### src/inc/sas_consts.svh
// timing, width and layout constants for the conversion sequencer
// assumes a 250 MHz system clock; included by bare name
`ifndef SAS_CONSTS_SVH
`define SAS_CONSTS_SVH

// ----------------------------------------------------------------
// clock and documented times
// ----------------------------------------------------------------
`define SAS_CLK_MHZ 250
`define SAS_CONV_TIME_NS 8000
`define SAS_WAKE_TIME_NS 6000

// ----------------------------------------------------------------
// derived cycle counts
// ----------------------------------------------------------------
// one approximation step; longest time, so rounded down
`define SAS_STEP_CYC ((`SAS_CONV_TIME_NS * `SAS_CLK_MHZ / 1000) / `SAS_RES_BITS)
`define SAS_WAKE_CYC (`SAS_WAKE_TIME_NS * `SAS_CLK_MHZ / 1000)

// ----------------------------------------------------------------
// result and readout layout
// ----------------------------------------------------------------
`define SAS_RES_BITS 12
`define SAS_WORD_BITS 16
`define SAS_LEAD_ZEROS 4
`define SAS_CODE_TRIAL 12'h800
`define SAS_FIFO_DEPTH 8

`endif

### src/inc/sas_pkg.sv
// types shared by the conversion sequencer files
// assumes nothing beyond a SystemVerilog compiler
package sas_pkg;

    // result code, straight binary, 4096 levels
    typedef logic [11:0] sas_code_t;

    // sequencer states
    typedef enum logic [1:0] {
        SAS_TRACK,
        SAS_CONVERT,
        SAS_SLEEP,
        SAS_WAKE
    } sas_state_t;

endpackage : sas_pkg

### src/design/sas_sync.sv
// three-flop input synchroniser with agreement filter and edge pulses
// assumes an asynchronous level input and one system clock
`timescale 1ns/10ps
module sas_sync #(
    // reset level of the chain; set to the pin's idle level
    parameter logic INIT = 1'b1
) (
    // clock and reset
    input wire logic clock,
    input wire logic srst,
    // raw input
    input wire logic async_in,
    // filtered level and one-cycle edges
    output logic level,
    output logic rise,
    output logic fall
);

    logic s1_reg, s2_reg, s3_reg;
    logic lvl_reg, lvl_next;

    // ----------------------------------------------------------------
    // level accepted once second and third stage agree
    // ----------------------------------------------------------------
    always_comb begin
        lvl_next = lvl_reg;
        if (s2_reg == s3_reg) begin
            lvl_next = s3_reg;
        end
    end

    // synchroniser chain and filtered level
    always_ff @(posedge clock) begin
        if (srst) begin
            s1_reg <= INIT;
            s2_reg <= INIT;
            s3_reg <= INIT;
            lvl_reg <= INIT;
        end else begin
            s1_reg <= async_in;
            s2_reg <= s1_reg;
            s3_reg <= s2_reg;
            lvl_reg <= lvl_next;
        end
    end

    // edge pulses from the filtered level
    assign level = lvl_reg;
    assign rise = lvl_next & ~lvl_reg;
    assign fall = ~lvl_next & lvl_reg;

endmodule : sas_sync

### src/design/sas_fifo.sv
// result fifo with valid/ready on both sides
// assumes DEPTH is a power of two
`timescale 1ns/10ps
module sas_fifo #(
    parameter int WIDTH = 12,
    parameter int DEPTH = 8
) (
    // clock and reset
    input wire logic clock,
    input wire logic srst,
    // fill side
    input wire logic in_valid,
    output logic in_ready,
    input wire logic [WIDTH-1:0] in_data,
    // drain side
    output logic out_valid,
    input wire logic out_ready,
    output logic [WIDTH-1:0] out_data
);

    localparam int AW = $clog2(DEPTH);

    logic [WIDTH-1:0] mem [DEPTH];
    logic [AW:0] wr_reg, wr_next, rd_reg, rd_next;
    logic do_wr, do_rd;

    // ----------------------------------------------------------------
    // honest full and empty from pointers with a wrap bit
    // ----------------------------------------------------------------
    assign in_ready = (wr_reg ^ rd_reg) != {1'b1, {AW{1'b0}}};
    assign out_valid = wr_reg != rd_reg;
    assign out_data = mem[rd_reg[AW-1:0]];
    assign do_wr = in_valid & in_ready;
    assign do_rd = out_valid & out_ready;

    // pointer next values
    always_comb begin
        wr_next = wr_reg + (AW+1)'(do_wr);
        rd_next = rd_reg + (AW+1)'(do_rd);
    end

    // pointers
    always_ff @(posedge clock) begin
        if (srst) begin
            wr_reg <= '0;
            rd_reg <= '0;
        end else begin
            wr_reg <= wr_next;
            rd_reg <= rd_next;
        end
    end

    // storage
    always_ff @(posedge clock) begin
        if (do_wr) begin
            mem[wr_reg[AW-1:0]] <= in_data;
        end
    end

endmodule : sas_fifo

### src/design/sas_sequencer.sv
// successive-approximation conversion sequencer with serial readout
// assumes comparator and start pin are asynchronous to clock; serial
// clock is sampled, not used as a clock
`timescale 1ns/10ps
`include "sas_consts.svh"
module sas_sequencer (
    // clock and reset
    input wire logic clock,
    input wire logic srst,
    // conversion control pins
    input wire logic conversion_start_n,
    output logic busy,
    output logic power_down,
    // track/hold and approximation loop
    output logic hold_en,
    output sas_pkg::sas_code_t dac_code,
    input wire logic analog_above_dac,
    // serial readout
    input wire logic serial_clock,
    output logic serial_result_out,
    output logic serial_result_oe_n
);
    import sas_pkg::*;

    localparam int STEP_CYC = `SAS_STEP_CYC;
    localparam int WAKE_CYC = `SAS_WAKE_CYC;

    // ----------------------------------------------------------------
    // pin synchronisers
    // ----------------------------------------------------------------
    logic start_lvl, start_rise, start_fall;
    logic cmp_lvl, sclk_fall;

    sas_sync u_start (
        .clock(clock),
        .srst(srst),
        .async_in(conversion_start_n),
        .level(start_lvl),
        .rise(start_rise),
        .fall(start_fall)
    );

    sas_sync u_cmp (
        .clock(clock),
        .srst(srst),
        .async_in(analog_above_dac),
        .level(cmp_lvl),
        .rise(),
        .fall()
    );

    sas_sync #(.INIT(1'b0)) u_sclk (
        .clock(clock),
        .srst(srst),
        .async_in(serial_clock),
        .level(),
        .rise(),
        .fall(sclk_fall)
    );

    // ----------------------------------------------------------------
    // result fifo
    // ----------------------------------------------------------------
    logic push, fifo_in_ready, fifo_out_valid, pop;
    sas_code_t fifo_out_data;
    sas_code_t code_reg, code_next;

    sas_fifo #(
        .WIDTH(`SAS_RES_BITS),
        .DEPTH(`SAS_FIFO_DEPTH)
    ) u_fifo (
        .clock(clock),
        .srst(srst),
        .in_valid(push),
        .in_ready(fifo_in_ready),
        .in_data(code_next), // last bit is decided in the push cycle
        .out_valid(fifo_out_valid),
        .out_ready(pop),
        .out_data(fifo_out_data)
    );

    // ----------------------------------------------------------------
    // conversion sequencer
    // ----------------------------------------------------------------
    sas_state_t st_reg, st_next;
    logic busy_reg, busy_next, hold_reg, hold_next, pd_reg, pd_next;
    logic fell_reg, fell_next;
    logic [3:0] bit_reg, bit_next;
    logic [7:0] step_cnt_reg, step_cnt_next;
    logic [10:0] wake_cnt_reg, wake_cnt_next;
    logic step_en;

    // internal conversion clock: one pulse per approximation step
    assign step_en = (st_reg == SAS_CONVERT) && (step_cnt_reg == 8'(STEP_CYC - 1));

    // next state of the sequencer
    always_comb begin
        st_next = st_reg;
        busy_next = busy_reg;
        hold_next = hold_reg;
        pd_next = pd_reg;
        code_next = code_reg;
        bit_next = bit_reg;
        step_cnt_next = step_cnt_reg;
        wake_cnt_next = wake_cnt_reg;
        fell_next = fell_reg;
        push = 1'b0;
        case (st_reg)
            SAS_TRACK: begin
                // refused while the fifo has no room for the result
                if (start_fall && fifo_in_ready) begin
                    st_next = SAS_CONVERT;
                    hold_next = 1'b1;
                    busy_next = 1'b1;
                    code_next = `SAS_CODE_TRIAL;
                    bit_next = 4'(`SAS_RES_BITS - 1);
                    step_cnt_next = 8'h00;
                end
            end
            SAS_CONVERT: begin
                // start edges here are ignored
                step_cnt_next = step_en ? 8'h00 : step_cnt_reg + 8'h01;
                if (step_en) begin
                    if (!cmp_lvl) begin
                        code_next[bit_reg] = 1'b0;
                    end
                    if (bit_reg == 4'h0) begin
                        push = 1'b1;
                        busy_next = 1'b0;
                        hold_next = 1'b0;
                        if (!start_lvl) begin
                            st_next = SAS_SLEEP;
                            pd_next = 1'b1;
                        end else begin
                            st_next = SAS_TRACK;
                        end
                    end else begin
                        code_next[bit_reg - 4'h1] = 1'b1;
                        bit_next = bit_reg - 4'h1;
                    end
                end
            end
            SAS_SLEEP: begin
                if (start_rise) begin
                    st_next = SAS_WAKE;
                    pd_next = 1'b0;
                    wake_cnt_next = 11'h000;
                    fell_next = 1'b0;
                end
            end
            SAS_WAKE: begin
                wake_cnt_next = wake_cnt_reg + 11'h001;
                if (start_fall && fifo_in_ready) begin
                    busy_next = 1'b1;
                    fell_next = 1'b1;
                end
                if (wake_cnt_reg == 11'(WAKE_CYC - 1)) begin
                    if (fell_next) begin
                        // short start pulse: hold once wake-up is over
                        st_next = SAS_CONVERT;
                        hold_next = 1'b1;
                        code_next = `SAS_CODE_TRIAL;
                        bit_next = 4'(`SAS_RES_BITS - 1);
                        step_cnt_next = 8'h00;
                    end else begin
                        // long start pulse: the falling edge starts it
                        st_next = SAS_TRACK;
                    end
                end
            end
            default: begin
                st_next = SAS_TRACK;
            end
        endcase
    end

    // sequencer registers
    always_ff @(posedge clock) begin
        if (srst) begin
            st_reg <= SAS_TRACK;
            busy_reg <= 1'b0;
            hold_reg <= 1'b0;
            pd_reg <= 1'b0;
            fell_reg <= 1'b0;
            code_reg <= 12'h000;
            bit_reg <= 4'h0;
            step_cnt_reg <= 8'h00;
            wake_cnt_reg <= 11'h000;
        end else begin
            st_reg <= st_next;
            busy_reg <= busy_next;
            hold_reg <= hold_next;
            pd_reg <= pd_next;
            fell_reg <= fell_next;
            code_reg <= code_next;
            bit_reg <= bit_next;
            step_cnt_reg <= step_cnt_next;
            wake_cnt_reg <= wake_cnt_next;
        end
    end

    // ----------------------------------------------------------------
    // serial readout
    // ----------------------------------------------------------------
    logic [15:0] word_reg, word_next, sh_reg, sh_next;
    logic [3:0] cnt_reg, cnt_next;
    logic ld_reg, ld_next, sdo_reg, sdo_next, oe_n_reg, oe_n_next;

    // next state of the shift register
    always_comb begin
        word_next = word_reg;
        sh_next = sh_reg;
        cnt_next = cnt_reg;
        ld_next = ld_reg;
        sdo_next = sdo_reg;
        oe_n_next = oe_n_reg;
        pop = 1'b0;
        if (start_fall) begin
            // back to the first bit of the held word
            sh_next = word_reg;
            cnt_next = 4'h0;
            sdo_next = word_reg[15];
            oe_n_next = ~ld_reg;
        end else if (!ld_reg) begin
            if (fifo_out_valid) begin
                word_next = {4'h0, fifo_out_data};
                sh_next = {4'h0, fifo_out_data};
                pop = 1'b1;
                ld_next = 1'b1;
                cnt_next = 4'h0;
                sdo_next = 1'b0;
                oe_n_next = 1'b0;
            end
        end else if (sclk_fall) begin
            if (cnt_reg == 4'hf) begin
                ld_next = 1'b0;
                oe_n_next = 1'b1;
                sdo_next = 1'b0;
            end else begin
                sh_next = {sh_reg[14:0], 1'b0};
                sdo_next = sh_reg[14];
                cnt_next = cnt_reg + 4'h1;
            end
        end
    end

    // readout registers
    always_ff @(posedge clock) begin
        if (srst) begin
            word_reg <= 16'h0000;
            sh_reg <= 16'h0000;
            cnt_reg <= 4'h0;
            ld_reg <= 1'b0;
            sdo_reg <= 1'b0;
            oe_n_reg <= 1'b1;
        end else begin
            word_reg <= word_next;
            sh_reg <= sh_next;
            cnt_reg <= cnt_next;
            ld_reg <= ld_next;
            sdo_reg <= sdo_next;
            oe_n_reg <= oe_n_next;
        end
    end

    // outputs straight from flip-flops
    assign busy = busy_reg;
    assign power_down = pd_reg;
    assign hold_en = hold_reg;
    assign dac_code = code_reg;
    assign serial_result_out = sdo_reg;
    assign serial_result_oe_n = oe_n_reg;

    // cycles spent in hold; a conversion must end within 8 us
    logic [11:0] hold_cyc_reg, hold_cyc_next;
    assign hold_cyc_next = hold_reg ? hold_cyc_reg + 12'h001 : 12'h000;
    always_ff @(posedge clock) begin
        hold_cyc_reg <= srst ? 12'h000 : hold_cyc_next;
    end
endmodule : sas_sequencer

### config.mk
export PLATFORM = sky130hd
export DESIGN_NAME = sas_sequencer
export DESIGN_NICKNAME = d
export VERILOG_FILES = /design/src/inc/sas_pkg.sv /design/src/design/sas_sync.sv /design/src/design/sas_fifo.sv /design/src/design/sas_sequencer.sv
export VERILOG_INCLUDE_DIRS = /design/src /design/src/inc
export SDC_FILE = /design/constraint.sdc
export NUM_CORES = 1
export LEC_CHECK = 0
export ABC_AREA = 0
export BUFFER_PORTS_ARGS = -buffer_cell sky130_fd_sc_hd__buf_4
export CAP_MARGIN = 5
export CORE_MARGIN = 10
export CORE_UTILIZATION = 52
export DETAILED_ROUTE_END_ITERATION = 12
export PLACE_DENSITY = 0.79
export SYNTH_ARGS = -nofsm -noshare
export SYNTH_HDL_FRONTEND = slang
export SYNTH_SLANG_ARGS = --single-unit
### constraint.sdc
create_clock -name clock -period 4.3 [get_ports clock]
set_input_delay 0.43 -clock clock [delete_from_list [all_inputs] [get_ports clock]]
set_output_delay 0.43 -clock clock [all_outputs]
set_load 0.05 [all_outputs]
==> impl_metrics.py <==
metrics = {
    "outcome": {
        "outcome": "finished, final reports clean",
    },
    "route": {
        "routed_via_density": 6.04,
        "dr.pass1.iters": 5,
        "drt-total-wl_um": 18600,
        "drt_iter0_markers": 597,
        "drc": 0,
        "dr_total_vias": 6001,
        "wire_per_inst_um": 18.7,
        "antenna_left": 0,
    },
    "synthesis": {
        "yosys.area.top_type": "edfxtp_1",
        "avgSynthCellArea_sq_um": 11.5,
        "syn_area_sq_mm": 0.00865,
        "ys.flop_type": "edfxtp_1",
        "synth_edf_count": 96,
        "synth.distinct_cells": 76,
        "synth.most_common_cell": "edfxtp_1",
        "synth_area_leaders": "edfxtp_1 (33%), dfxtp_1 (22%), mux4_2 (6.3%), ha_1 (3.0%), o21ai_0 (2.7%)",
        "ys_warn_count": 0,
        "synthCells": 753,
        "synth_seq_cells": 191,
        "synth_top_area_share_pct": 33.3,
        "seq_area_frac_synth_pct": 55.3,
        "synthTopCellsByCount": "edfxtp_1 (96), dfxtp_1 (95), nor2_1 (60)",
        "syn-num-nets": 779,
        "ys_async_sr_fraction_pct": 0,
    },
    "power_and_ir_drop": {
        "p_comb_share_pct": 16.0,
        "p_leak_nw": 3.17,
        "power_switching_mw": 1.25,
        "switching_share_pct": 28.0,
        "p_int_mw": 3.20,
        "power_density_mw_per_mm2": 464,
        "p_seq_share_pct": 47.3,
        "design_power_total_mw": 4.45,
        "max-vdd-ir-drop_mv": 0.308,
        "power_frac_clock_pct": 36.6,
    },
    "clock_tree": {
        "cts_setup_buffers": 0,
        "cts_tree": "yes",
        "cts.reportedPaths.clkPinSlew_ns": 0.07,
        "cts_num_sinks": 191,
        "cts_resized": 0,
        "hold_buffers": 0,
        "cts_buffers": 17,
        "cts_htree_levels": 4,
        "clock_path_buffers": 2,
        "clockRootBuffer": "clkbuf_16",
        "clock_latency_ns": 0.44,
    },
    "global_routing": {
        "grt_pass1_vias": 5860,
        "antenna_found_initial": 0,
        "grt_usage_pct": 17.2,
        "grt_pass1_wl_um": 30600,
        "grt_max_degree": 69,
        "gr-total-overflow": 0,
    },
    "placed_design": {
        "place_area_sq_mm": 0.00898,
        "io_buffer_count": 21,
        "dp_hpwl_um": 12500,
        "post-place-cells": 961,
        "finalWeightedCongestion": 0.907,
        "pre_cts_ws_ns": 1.09,
    },
    "timing": {
        "max_freq_mhz": 303,
        "tns_ns": 0,
        "min_period_ns": 3.30,
        "setup_violations": 0,
        "rsz0062_at_grt": "false",
        "skew_ns": 0.00881,
        "hold_viol": 0,
        "fin_ws_ns": 1.00,
        "min_period_over_period_pct": 76.7,
        "slew_headroom_pct": 30.2,
        "worst_pin_slew_ns": 1.05,
        "slew_violations": 0,
        "whs_ns": 0.176,
    },
    "floorplanning": {
        "fp-row-count": 47,
        "dieArea_sq_mm": 0.0222,
        "start_util_pct": 52.5,
        "ios": 22,
        "die_y_um": 149,
        "core_area_sq_mm": 0.0165,
        "dieWidth_um": 149,
    },
    "worst_setup_path": {
        "arrival_ns": 3.41,
        "r2r_cells": 5,
        "end_kind": "flop",
        "path_max_fanout": 17,
        "path_cells": "xor2_1 -> nor4_1 -> o21a_1 -> a211oi_1 -> o21ai_0",
        "worst_ep_required_time_ns": 4.41,
        "path_class": "flop to flop",
        "critPathSlowestCell": "o21ai_0",
        "path_depth": 5,
        "path_buf_inv": 0,
        "rrSetupSlack_ns": 1.00,
        "cp-start-kind": "flop",
        "max_stage_delay_ns": 0.79,
        "path_delay_family": "compound AO/OA/AOI/OAI gates",
    },
    "layout": {
        "largest_reg_flops": 96,
        "antenna_cells": 0,
        "final_core_util_pct": 58.3,
        "final_cell_count_no_fill": 993,
        "nets": 786,
        "drive_above_1_share_pct": 16.8,
        "design_area_sq_mm": 0.00960,
        "area_growth_pct": 11.0,
    },
    "job": {
        "maxCapViolCount": 0,
    },
    "worst_hold_path": {
        "holdPathStages": 2,
        "hold_path_class": "primary input to flop",
    },
}
[worst paths after layout]
path,from,end
setup / recovery,u_fifo.rd_reg[1]$_SDFF_PP0_,u_fifo.mem[0][7]$_DFFE_PP_
hold / removal,conversion_start_n,u_start.s1_reg$_SDFF_PP1_
setup reg to reg,u_fifo.rd_reg[1]$_SDFF_PP0_,u_fifo.mem[0][7]$_DFFE_PP_
hold reg to reg,u_start.s1_reg$_SDFF_PP1_,u_start.s2_reg$_SDFF_PP1_
[layout make-up]
cell class	instances	area, sq um
clock inverters	15	186
repair buffers	33	248
inverters	37	139
multi-input cells	480	3540
flip-flops and latches	191	4790
clock buffers	17	425
well taps	220	275
fillers	1336	6870
[cells in the final DEF, fill, tap and decap left out, types with 11 or more instances in the layout]
master and n:
ha_1 21, a21oi_1 38, clkbuf_16 17, a31oi_1 27
nand2_1 38, o21ai_0 46, nor3_1 20, mux4_2 24
and3_1 13, buf_4 33, nand3_1 25, mux2_2 11
nand4_1 11, edfxtp_1 96, inv_1 34, nor2_1 60
xor2_1 14, dfxtp_1 94
[power by group through the flow]
| stage | registers (mW) | clock network, mW | logic, mW |
|---|---|---|---|
| global route | 2.12 | 1.72 | 0.807 |
| finish | 2.11 | 1.63 | 0.714 |
| global placement | 2.14 | 0 | 0.695 |
| detailed placement | 2.15 | 0 | 0.709 |
| floorplan | 2.12 | 0 | 0.596 |
| CTS | 2.11 | 1.65 | 0.715 |
[per-layer routing]
metal  track usage [%]  vias to the layer above  wire length (um)
li1                  -                     2833                 -
met1              22.4                     2884              8090
met2              27.1                      234              8830
met3              3.73                       50              1140
met4              7.56                        0               512
met5                 0                        -                 0
[worst register-to-register path, cell delays in order (launching register included)]
cell and delay, ns:
dfxtp_1 0.78, xor2_1 0.21, nor4_1 0.44, o21a_1 0.59, a211oi_1 0.16, o21ai_0 0.79
[kinds of logic after synthesis]
logic type | after synthesis | synth area share (%)
buffers and inverters | 82 | 4.20
DFF | 191 | 55.3
adders and majority gates | 21 | 3.04
and+or+nand+nor | 222 | 13.6
xor gates and xnor gates | 23 | 2.33
muxes | 36 | 7.80
AOI/OAI and AO/OA | 178 | 13.7
No activity file was read; power rests on OpenSTA's default activity.
